File: src/include/vimc_defines.vh
// Constants for the virtual interrupt map command executor.
`ifndef VIMC_DEFINES_VH
`define VIMC_DEFINES_VH

// Command opcodes in doubleword 0 bits [7:0]; the first two values are arbitrary.
`define VIMC_OP_INVALL      8'h01
`define VIMC_OP_MAPI        8'h02
`define VIMC_OP_MAPP        8'h29
`define VIMC_OP_W           8

// Packet layout: four doublewords, 32 bytes.
`define VIMC_PKT_BYTES      32
`define VIMC_WORD_COUNT     4
`define VIMC_WORD_IDX_W     2

// Field widths of this implementation.
`define VIMC_DEV_W          4
`define VIMC_EVT_W          32
`define VIMC_VC_W           3
`define VIMC_VC_COUNT       8
`define VIMC_DEV_COUNT      16
`define VIMC_ITE_COUNT      64
`define VIMC_ITE_IDX_W      6
`define VIMC_EVT_IDX_W      2
`define VIMC_SIZE_W         5
`define VIMC_RD_W           32
`define VIMC_PTA_W          36
`define VIMC_PT_ADDR_W      52
`define VIMC_PT_ZERO_W      16

// Interrupt number limits.
`define VIMC_MSG_MIN        32'h00002000
`define VIMC_SPURIOUS       32'h000003ff
`define VIMC_MSG_SPAN       32'h00001000
`define VIMC_SIZE_FLOOR     5'h0e

// Field positions within doublewords.
`define VIMC_DEV_LSB        32
`define VIMC_EVT_LSB        0
`define VIMC_VC_LSB         32
`define VIMC_DB_LSB         32
`define VIMC_RD_LSB         16
`define VIMC_V_BIT          63
`define VIMC_PTA_LSB        16
`define VIMC_SIZE_LSB       0

// Error cause codes.
`define VIMC_ERR_W          4
`define VIMC_ERR_NONE       4'h0
`define VIMC_ERR_VC_OOR     4'h1
`define VIMC_ERR_VC_INVALID 4'h2
`define VIMC_ERR_DEV_OOR    4'h3
`define VIMC_ERR_DEV_UNMAP  4'h4
`define VIMC_ERR_ID_OOR     4'h5
`define VIMC_ERR_DB_OOR     4'h6
`define VIMC_ERR_SIZE_OOR   4'h7
`define VIMC_ERR_BAD_OP     4'h8

// Reset values of the per-core tables.
`define VIMC_VC_INV_RST     1'b0

`endif

File: src/hw/vimc_cmd_exec.v
// Executes core-invalidate, identity-map and core-map commands from a command queue.
`timescale 1ns/1ns
`include "vimc_defines.vh"

module vimc_cmd_exec
(
    // Clock and reset
    input  wire                          clk,
    input  wire                          rst,
    // Command doubleword stream from the queue
    input  wire                          cmdValid,
    input  wire [63:0]                   cmdWord,
    input  wire [`VIMC_WORD_IDX_W-1:0]   cmdIndex,
    output wire                          cmdReady,
    output reg                           readAdvance,
    // Capability and configuration
    input  wire                          system_error_report_support,
    input  wire [`VIMC_SIZE_W-1:0]       identifier_width_field,
    input  wire                          extendedVersion,
    // Device table programming from the device table map command
    input  wire                          devMapWrite,
    input  wire [`VIMC_DEV_W-1:0]        devMapNumber,
    input  wire                          devMapValid,
    input  wire [`VIMC_EVT_IDX_W-1:0]    devMapSize,
    // Doorbell request for an unscheduled core
    input  wire                          doorbellQuery,
    input  wire [`VIMC_ITE_IDX_W-1:0]    doorbellEntry,
    input  wire                          coreScheduled,
    output reg                           doorbellFire,
    output reg  [`VIMC_EVT_W-1:0]        doorbellNumber,
    // Cache invalidation and unit-side config handshake
    output reg                           invalidateReq,
    output reg  [`VIMC_VC_W-1:0]         invalidateCore,
    input  wire                          invalidateDone,
    // Error report
    output reg                           systemError,
    output reg  [`VIMC_ERR_W-1:0]        errorCause,
    // Status
    output reg  [`VIMC_VC_COUNT-1:0]     coreValidMap,
    output reg  [`VIMC_PT_ADDR_W-1:0]    lastPendingBase,
    output reg  [`VIMC_SIZE_W-1:0]       lastPendingSize,
    output reg  [`VIMC_RD_W-1:0]         lastTarget
);

////////////////////////////////////////////////////////////////////////////////
// Sequencer states; only an error-free invalidate, or core map in the extended version, enters WAIT and stays until the far side confirms its effects.
localparam [1:0] ST_COLLECT = 2'h0;
localparam [1:0] ST_EXEC    = 2'h1;
localparam [1:0] ST_WAIT    = 2'h2;
localparam [1:0] ST_DONE    = 2'h3;

// Range check: number must lie below count.
function inRange;
    input [31:0] value;
    input [31:0] count;
    begin
        inRange = (value < count);
    end
endfunction

// Message interrupt range for this implementation, 0x2000 and above, with no upper bound.
function msgValid;
    input [31:0] value;
    begin
        msgValid = (value >= `VIMC_MSG_MIN);
    end
endfunction

reg [1:0]                   state_reg;
reg [1:0]                   state_next;
reg [63:0]                  pkt_reg [0:`VIMC_WORD_COUNT-1];
reg [`VIMC_WORD_COUNT-1:0]  have_reg;

// Core table.
reg [`VIMC_RD_W-1:0]        coreTarget [0:`VIMC_VC_COUNT-1];
reg [`VIMC_PT_ADDR_W-1:0]   corePtBase [0:`VIMC_VC_COUNT-1];
reg [`VIMC_SIZE_W-1:0]      corePtSize [0:`VIMC_VC_COUNT-1];
// Device table.
reg [`VIMC_DEV_COUNT-1:0]   devValid;
reg [`VIMC_EVT_IDX_W-1:0]   devSize [0:`VIMC_DEV_COUNT-1];
// Translation entries: one per device and event slot.
reg                         iteValid [0:`VIMC_ITE_COUNT-1];
reg                         iteVirtual [0:`VIMC_ITE_COUNT-1];
reg [`VIMC_EVT_W-1:0]       iteOutput [0:`VIMC_ITE_COUNT-1];
reg [`VIMC_EVT_W-1:0]       iteDoorbell [0:`VIMC_ITE_COUNT-1];
reg [`VIMC_VC_W-1:0]        iteCore [0:`VIMC_ITE_COUNT-1];

////////////////////////////////////////////////////////////////////////////////
// Field extraction by doubleword position.
wire [63:0]                 dw0 = pkt_reg[0];
wire [63:0]                 dw1 = pkt_reg[1];
wire [63:0]                 dw2 = pkt_reg[2];
wire [63:0]                 dw3 = pkt_reg[3];
wire [`VIMC_OP_W-1:0]       opcode = dw0[`VIMC_OP_W-1:0];
wire [31:0]                 devNum = dw0[`VIMC_DEV_LSB+31:`VIMC_DEV_LSB];
wire [31:0]                 evtNum = dw1[`VIMC_EVT_LSB+31:`VIMC_EVT_LSB];
wire [31:0]                 vcNum = dw1[`VIMC_VC_LSB+31:`VIMC_VC_LSB];
wire [31:0]                 dbNum = dw2[`VIMC_DB_LSB+31:`VIMC_DB_LSB];
wire                        vFlag = dw2[`VIMC_V_BIT];
wire [`VIMC_RD_W-1:0]       rdBase = dw2[`VIMC_RD_LSB+`VIMC_RD_W-1:`VIMC_RD_LSB];
wire [`VIMC_PTA_W-1:0]      ptAddr = dw3[`VIMC_PTA_LSB+`VIMC_PTA_W-1:`VIMC_PTA_LSB];
wire [`VIMC_SIZE_W-1:0]     ptSize = dw3[`VIMC_SIZE_LSB+`VIMC_SIZE_W-1:`VIMC_SIZE_LSB];
wire [`VIMC_VC_W-1:0]       vcIdx = vcNum[`VIMC_VC_W-1:0];
wire [`VIMC_DEV_W-1:0]      devIdx = devNum[`VIMC_DEV_W-1:0];
// Event slots count up from the message base, so the base event takes slot zero.
wire [31:0]                 evtSlot = evtNum - `VIMC_MSG_MIN;
wire [`VIMC_EVT_IDX_W-1:0]  evtIdx = evtSlot[`VIMC_EVT_IDX_W-1:0];
wire [`VIMC_ITE_IDX_W-1:0]  iteIdx = {devIdx, evtIdx};
wire [`VIMC_PT_ADDR_W-1:0]  ptBaseFull = {ptAddr, {`VIMC_PT_ZERO_W{1'b0}}};
// Small sizes are raised to the least in the extended version.
wire [`VIMC_SIZE_W-1:0]     sizeFloor = `VIMC_SIZE_FLOOR;
wire [`VIMC_SIZE_W-1:0]     ptSizeUsed = (extendedVersion && ptSize < sizeFloor)
                                         ? sizeFloor : ptSize;
// Doorbell numbers must be the spurious number or lie in the implemented message range above the base.
wire [31:0]                 msgCount = `VIMC_MSG_MIN + `VIMC_MSG_SPAN;
wire                        vcOk = inRange(vcNum, `VIMC_VC_COUNT);
wire                        devOk = inRange(devNum, `VIMC_DEV_COUNT);
wire                        evtOk = devOk && (evtSlot[31:`VIMC_EVT_IDX_W] == 30'h0)
                                    && (evtIdx <= devSize[devIdx]);
wire                        dbOk = (dbNum == `VIMC_SPURIOUS)
                                   || (msgValid(dbNum) && dbNum < msgCount);
wire                        pktFull = &have_reg;

////////////////////////////////////////////////////////////////////////////////
// Error decision for the held command.
reg [`VIMC_ERR_W-1:0]       errCode;
always @*
begin
    errCode = `VIMC_ERR_NONE;
    case (opcode)
        `VIMC_OP_INVALL:
        begin
            if (!vcOk)
                errCode = `VIMC_ERR_VC_OOR;
            else if (!coreValidMap[vcIdx])
                errCode = `VIMC_ERR_VC_INVALID;
        end
        `VIMC_OP_MAPI:
        begin
            if (!devOk)
                errCode = `VIMC_ERR_DEV_OOR;
            else if (!vcOk)
                errCode = `VIMC_ERR_VC_OOR;
            else if (!devValid[devIdx])
                errCode = `VIMC_ERR_DEV_UNMAP;
            else if (!evtOk || !msgValid(evtNum))
                errCode = `VIMC_ERR_ID_OOR;
            else if (!dbOk)
                errCode = `VIMC_ERR_DB_OOR;
        end
        `VIMC_OP_MAPP:
        begin
            if (!vcOk)
                errCode = `VIMC_ERR_VC_OOR;
            else if (!extendedVersion && ptSize > identifier_width_field)
                errCode = `VIMC_ERR_SIZE_OOR;
        end
        default:
            errCode = `VIMC_ERR_BAD_OP;
    endcase
end

// An event below the message base wraps to a huge slot, so both checks give the
// same cause code; the slot check alone keeps the table index inside the device.

////////////////////////////////////////////////////////////////////////////////
// Sequencer. A packet is taken only while collecting, so commands run in order.
assign cmdReady = (state_reg == ST_COLLECT);

always @*
begin
    state_next = state_reg;
    case (state_reg)
        ST_COLLECT:
            if (pktFull)
                state_next = ST_EXEC;
        ST_EXEC:
            if (errCode == `VIMC_ERR_NONE && (opcode == `VIMC_OP_INVALL
                || (opcode == `VIMC_OP_MAPP && extendedVersion)))
                state_next = ST_WAIT;
            else
                state_next = ST_DONE;
        ST_WAIT:
            if (invalidateDone)
                state_next = ST_DONE;
        ST_DONE:
            state_next = ST_COLLECT;
        default:
            state_next = ST_COLLECT;
    endcase
end

integer i;
always @(posedge clk or posedge rst)
begin
    if (rst)
    begin
        state_reg       <= ST_COLLECT;
        have_reg        <= {`VIMC_WORD_COUNT{1'b0}};
        readAdvance     <= 1'b0;
        invalidateReq   <= 1'b0;
        invalidateCore  <= {`VIMC_VC_W{1'b0}};
        systemError     <= 1'b0;
        errorCause      <= `VIMC_ERR_NONE;
        coreValidMap    <= {`VIMC_VC_COUNT{`VIMC_VC_INV_RST}};
        devValid        <= {`VIMC_DEV_COUNT{1'b0}};
        lastPendingBase <= {`VIMC_PT_ADDR_W{1'b0}};
        lastPendingSize <= {`VIMC_SIZE_W{1'b0}};
        lastTarget      <= {`VIMC_RD_W{1'b0}};
        for (i = 0; i < `VIMC_WORD_COUNT; i = i + 1)
            pkt_reg[i] <= 64'h0;
        for (i = 0; i < `VIMC_VC_COUNT; i = i + 1)
        begin
            coreTarget[i] <= {`VIMC_RD_W{1'b0}};
            corePtBase[i] <= {`VIMC_PT_ADDR_W{1'b0}};
            corePtSize[i] <= {`VIMC_SIZE_W{1'b0}};
        end
        for (i = 0; i < `VIMC_DEV_COUNT; i = i + 1)
            devSize[i] <= {`VIMC_EVT_IDX_W{1'b0}};
        for (i = 0; i < `VIMC_ITE_COUNT; i = i + 1)
        begin
            iteValid[i]    <= 1'b0;
            iteVirtual[i]  <= 1'b0;
            iteOutput[i]   <= {`VIMC_EVT_W{1'b0}};
            iteDoorbell[i] <= {`VIMC_EVT_W{1'b0}};
            iteCore[i]     <= {`VIMC_VC_W{1'b0}};
        end
    end
    else
    begin
        state_reg   <= state_next;
        readAdvance <= 1'b0;
        systemError <= 1'b0;
        // The device table is filled by the device table map path beside this block.
        if (devMapWrite)
        begin
            devValid[devMapNumber] <= devMapValid;
            devSize[devMapNumber]  <= devMapSize;
        end
        case (state_reg)
            ST_COLLECT:
                if (cmdValid)
                begin
                    pkt_reg[cmdIndex]  <= cmdWord;
                    have_reg[cmdIndex] <= 1'b1;
                end
            ST_EXEC:
            begin
                have_reg <= {`VIMC_WORD_COUNT{1'b0}};
                if (errCode != `VIMC_ERR_NONE)
                begin
                    systemError <= system_error_report_support;
                    errorCause  <= errCode;
                end
                else if (opcode == `VIMC_OP_INVALL)
                begin
                    invalidateReq  <= 1'b1;
                    invalidateCore <= vcIdx;
                end
                else if (opcode == `VIMC_OP_MAPI)
                begin
                    iteValid[iteIdx]    <= 1'b1;
                    iteVirtual[iteIdx]  <= 1'b1;
                    iteOutput[iteIdx]   <= evtNum;
                    iteDoorbell[iteIdx] <= dbNum;
                    iteCore[iteIdx]     <= vcIdx;
                end
                else
                begin
                    coreValidMap[vcIdx] <= vFlag;
                    coreTarget[vcIdx]   <= rdBase;
                    corePtBase[vcIdx]   <= ptBaseFull;
                    corePtSize[vcIdx]   <= ptSizeUsed;
                    lastTarget          <= rdBase;
                    lastPendingBase     <= ptBaseFull;
                    lastPendingSize     <= ptSizeUsed;
                    if (extendedVersion)
                    begin
                        invalidateReq  <= 1'b1;
                        invalidateCore <= vcIdx;
                    end
                end
            end
            ST_WAIT:
                if (invalidateDone)
                    invalidateReq <= 1'b0;
            ST_DONE:
                readAdvance <= 1'b1;
            default:
                have_reg <= {`VIMC_WORD_COUNT{1'b0}};
        endcase
    end
end

////////////////////////////////////////////////////////////////////////////////
// Doorbell path. Only a virtual entry whose core is not scheduled and whose
// doorbell is not the spurious number rings.
wire                        doorbellHit = doorbellQuery && iteValid[doorbellEntry]
                                          && iteVirtual[doorbellEntry];
wire                        doorbellReal = (iteDoorbell[doorbellEntry] != `VIMC_SPURIOUS);
wire                        doorbellRing = doorbellHit && !coreScheduled && doorbellReal;

always @(posedge clk or posedge rst)
begin
    if (rst)
    begin
        doorbellFire   <= 1'b0;
        doorbellNumber <= {`VIMC_EVT_W{1'b0}};
    end
    else
    begin
        doorbellFire <= doorbellRing;
        // The number keeps its last value between doorbells.
        if (doorbellRing)
            doorbellNumber <= iteDoorbell[doorbellEntry];
    end
end

endmodule // vimc_cmd_exec

File: config.mk
export PLATFORM = sky130hd
export DESIGN_NAME = vimc_cmd_exec
export DESIGN_NICKNAME = d
export VERILOG_FILES = /design/src/hw/vimc_cmd_exec.v
export VERILOG_INCLUDE_DIRS = /design/src /design/src/include
export SDC_FILE = /design/constraint.sdc
export NUM_CORES = 2
export LEC_CHECK = 0
export BUFFER_PORTS_ARGS = -buffer_cell sky130_fd_sc_hd__clkbuf_2
export CAP_MARGIN = 15
export CORE_UTILIZATION = 40
export DETAILED_ROUTE_END_ITERATION = 6
export PLACE_DENSITY = 0.55
export REMOVE_ABC_BUFFERS = 1
export SLEW_MARGIN = 20
export SYNTH_ARGS = -nofsm -noshare
export SYNTH_HDL_FRONTEND = slang
export SYNTH_SLANG_ARGS = --single-unit
File: constraint.sdc
create_clock -name clk -period 94.1 [get_ports clk]
set_input_delay 4.705 -clock clk [delete_from_list [all_inputs] [get_ports clk]]
set_output_delay 4.705 -clock clk [all_outputs]
set_load 0.02 [all_outputs]
Word level (Yosys, flattened, before mapping)
Index checks and enable logic that the tools add are counted.
Word-level totals
  register bits: 2610
  bits in latches: 0
  bits in writable memories: 0
  memory bits (read-only): 0
  input bits: 93
  output and inout bits: 141
  logic and storage cells: 380
  memories kept: 0
Cells by class
  add/subtract/negate cells: 1
  multipliers: 0
  divide/modulo/power cells: 0
  magnitude comparators: 23
  eq/ne operators: 15
  shifts and indexed selects: 0
  muxes and demuxes: 64
  bitwise operators: 11
  reductions and logical operators: 40
Operator list (count)
  $bwmux 2048: 1
  $bwmux 256: 1
  $bmux 32 s6: 1
  $demux 32 s6: 1
  $demux 64 s2: 1
  $or 64x64->64: 2
  $mux 32: 3
  $ge 32x14->1 const B: 2
  $mux 64: 1
  $bwmux 32: 1
  $eq 32x10->1 const B: 1
  $lt 32x14->1 const B: 1
  $lt 32x4->1 const B: 1
  $lt 32x5->1 const B: 1
  $ne 32x10->1 const B: 1
  $sub 32x14->32 const B: 1
  $logic_not 30->1: 1
  $mux 3: 10
  $mux 1: 19
  $logic_and 1x1->1: 17
  $bwmux 16: 1
  $reduce_and 4->1: 4
  $ge 7x7->1 const B: 2
  $mux 2: 7
  other kinds (51): 73

Longest topological paths before layout
  word-level depth: 17
  depth in mapped cells: 18
  gate-level depth less buffers: 12

Worst setup path after synthesis
Ideal clock, no wire load.
  kind: in2reg
  from: input port doorbellEntry[0]
  to: register doorbellNumber[2]
  library setup time: 153 ps
  data arrival time: 7841 ps
  data required time: 93947 ps
  slack: 86107 ps
  cell stages on the path: 16
  path buffers: 8
  cells stage by stage: buf_6 -> buf_6 -> buf_6 -> buf_6 -> buf_6 -> buf_6 -> buf_2 -> mux4_2 -> mux2i_1 -> o22ai_1 -> nor4_1 -> nand3_1 -> or4_1 -> buf_2 -> o21ai_2 -> o221ai_1
On the way
  longest elaborated chain between the ends: 8
  elaborated cells between the ends (all ways): 15
  those cells by class: 1 x eq/ne; 9 x mux; 1 x bitwise; 4 x reduce/logical
RTL lines
  start, declared: line vimc_cmd_exec.v:27  | input wire [`VIMC_ITE_IDX_W-1:0] doorbellEntry,
  $not 6->7 (not written as such) (*)
  parallel branches: the longest is 7 deep, another holds $bmux 32 s6
  end signal, assigned: line vimc_cmd_exec.v:308  | doorbellNumber <= {`VIMC_EVT_W{1'b0}};
  end signal, assigned: line vimc_cmd_exec.v:315  | doorbellNumber <= iteDoorbell[doorbellEntry];
  end, declared: line vimc_cmd_exec.v:30  | output reg [`VIMC_EVT_W-1:0] doorbellNumber,
Every way passes the cells marked *. The select of a mux whose other input is x is not followed.
A chain may end at the register's enable or synchronous reset.

Worst setup path in the final report
  from: input port doorbellEntry[0]
  to: register doorbellNumber[1]
Same word-level chain as after synthesis.

==> metrics.yaml <==
critical_path:
  rr_startpoint: "dw0[32]"
  crit_chain: "buf_8 > buf_4 > buf_4 > buf_4 > buf_4 > mux4_2 > mux2i_1 > o2111ai_1 > or4_1 > or4b_1 > or4_1 > o21ai_2 > o221ai_1"
  slowest_stage: "buf_4"
  crit_fanout: 66
  crit_path_end_kind: "register"
  reg2reg_slack_ns: 87.36
  slowest_delay_ns: 0.77
  rr_endpoint: "iteDoorbell[1544]"
  worstRegToRegCells: 14
  critPathKind: "in2reg"
  cp-start-kind: "input pin"
  critPathBufInv: 5
  worstPathRequired_ns: 94.83
  worstPathArrival_ns: 11.92
  cp_top_family: "buffers and inverters"
  critPathMostFrequentCell: "buf_4"
timing:
  clock_skew_ns: 0.0586
  finalCriticalPeriod_ns: 11.18
  fin_crit_sh_pct: 11.9
  final_hold_viol_count: 0
  worst_slew_margin_rel_pct: 17.7
  tightest_slew_ns: 1.23
  timing.final.max_slew_violations: 0
  setup_viol: 0
  fin_setup_tns_ns: 0
  rsz0062_at_grt: "no"
  fmaxAchievable_mhz: 89.4
  fin_hold_ws_ns: 0.465
cts:
  root_buffer: "clkbuf_16"
  cts_setup_buffers: 0
  clk_latency_ns: 0.89
  cts_inserted_buffers: 290
  cts_hold_buf: 0
  cts_sinks: 2547
  clk_pin_slew_ns: 0.06
  cts_tree: "built"
  clockBufferDepth: 4
  ctsResizeCount: 0
  htreeDepth: 5
final_layout:
  design_area_sq_um: 123000
  fill_cells: 23700
  layout-area-overhead-vs-synth_pct: 13.1
  drive_gt1_share_pct: 34.8
  largest_register_ffs: 2048
  layout.nets: 7816
  regMostFlops: "iteDoorbell"
placed_design:
  port_buffers: 217
  dpl_cell_area_sq_um: 113000
  dp_hpwl_um: 209000
  routabilityCongestion: 0.891
global_routing:
  busiest_layer: "met2"
  use_met3_pct: 4.63
  grt_pass1_vias: 68000
  grt_use_met1_pct: 35.6
  overflow: 0
  grt_pass1_wl_um: 501000
  grt_use_total_pct: 25.3
  grt_max_degree: 184
  antenna_found_initial: 27
  use_met2_pct: 39.2
synthesis:
  yosysTopAreaCell: "dfrtp_1"
  syn_area_per_cell_sq_um: 14.4
  ys_warn_count: 0
  synth_area_sq_um: 109000
  synth_top_area_share_pct: 58.7
  synth_edf_count: 0
  synth_common_cells: "dfrtp_1 (2547), nor2b_1 (1234), mux2_2 (1162)"
  ys_ff_latch: 2547
  async_reset_ff_share_pct: 100
  ys_seq_area_share_pct: 58.7
  synth_cell_types: 79
  synthTopCellsByArea: "dfrtp_1 (59%), mux2_2 (12%), mux4_2 (9.6%), nor2b_1 (7.1%), mux2i_1 (2.2%)"
  syn_inst: 7546
  synth_flop_cell: "dfrtp_1"
  yosysMostFrequentCell: "dfrtp_1"
routing:
  antenna_left: 0
  wirelength_um: 342000
  dr.first_iter.drc_count: 5530
  wire_per_inst_um: 29.8
  vias: 64600
  drc_errors: 0
  vias_per_cell: 5.62
  first_pass_iters: 5
power_and_ir_drop:
  leakage_uw: 0.0598
  power_density_nw_per_um2: 21.5
  vdd_ir_drop_max_v: 0.0000158
die:
  initial_core_util_pct: 40.4
  die_y_um: 523
  io_pins: 234
  die_w_um: 523
  core.rowCount: 190
  core_sq_um: 269000
  dieArea_sq_um: 274000
job:
  maxCapViolCount: 0
hold_path:
  hold_end: "iteVirtual[1]"
  hold_path_class: "reg2reg"
  hp-start: "iteVirtual[1]"
  min_path_cells: 1
run_status:
  status: "finished, final reports clean"
cell usage in the layout, fill, tap and decap left out, types with 23 or more instances in the layout:
master / n
a31oi_1: 24
o21ai_0: 50
clkbuf_16: 294
a22oi_1: 92
nor2_1: 81
mux4_2: 463
nor3_1: 35
nor2b_1: 1228
or2_2: 133
dfrtp_1: 2534
nand3_1: 71
nor4_1: 43
nand2_1: 279
inv_1: 30
mux2i_1: 240
nor3_4: 65
mux2_2: 1162
clkbuf_8: 59
buf_4: 205
a221oi_1: 33
nand2b_1: 23
nand4_1: 42
clkbuf_1: 65
clkinv_2: 48
a21oi_1: 56
o211ai_1: 25
clkbuf_2: 212
final cells by class:
| class | count | area, sq um | area share, % |
|---|---|---|---|
| clock inverter | 93 | 1120 | 0.910 |
| multi-input combinational | 4401 | 42000 | 34.2 |
| timing repair buffer | 434 | 2900 | 2.36 |
| antenna | 8 | 20.0 | 0.0163 |
| inverter | 37 | 151 | 0.123 |
| tap | 3552 | 4440 | 3.62 |
| sequential | 2547 | 63800 | 51.9 |
| clock buffer | 418 | 8410 | 6.85 |
metal layers:
| metal | part of all wire (%) | up-vias |
|---|---|---|
| met5 | 0.037 | - |
| met3 | 6.0 | 509 |
| met1 | 44 | 35100 |
| li1 | - | 27100 |
| met4 | 3.7 | 20 |
| met2 | 46 | 1912 |
worst max-delay path by stage:
stage	start	to	cells past startpoint
2_1_floorplan	rst	coreValidMap[0]	1
3_5_place_dp	doorbellEntry[0]	doorbellNumber[20]	14
3_3_place_gp	doorbellEntry[0]	doorbellNumber[17]	14
5_1_grt	doorbellEntry[0]	doorbellNumber[1]	13
6_report	doorbellEntry[0]	doorbellNumber[1]	13
4_1_cts	doorbellEntry[0]	doorbellNumber[27]	14
kinds of logic (layout without fill, tap and decap cells):
group | count (synthesis) | count (layout) | share of synthesized area, %
multiplexers | 1871 | 1871 | 23.9
adder cells (fa/ha/maj) | 12 | 12 | 0.138
buffers and inverters | 613 | 982 | 3.04
XOR/XNOR | 4 | 4 | 0.0323
AO/OA/AOI/OAI | 406 | 406 | 2.63
AND/OR/NAND/NOR | 2092 | 2092 | 11.6
other | 1 | 24 | 0.00345
flip-flops | 2547 | 2547 | 58.7
stage by stage:
stage / instances / total power, uW / util (%) / setup slack [ns]
6_report: 11500 / 2640 / 45.6 / 82.92
5_1_grt: 11500 / 2730 / 45.6 / 82.46
4_1_cts: 11500 / 2660 / 45.6 / 82.65
3_5_place_dp: 11000 / 1520 / 42.1 / 81.73
3_3_place_gp: 11000 / 1510 / 42.1 / 81.71
2_1_floorplan: 6985 / 1390 / - / 17.40
power breakdown:
group          internal [uW]  switching, uW
Clock                    678            464
Sequential              1160           51.5
Combinational            101            189
Total                   1940            704
(Power assumes the default switching activity.)
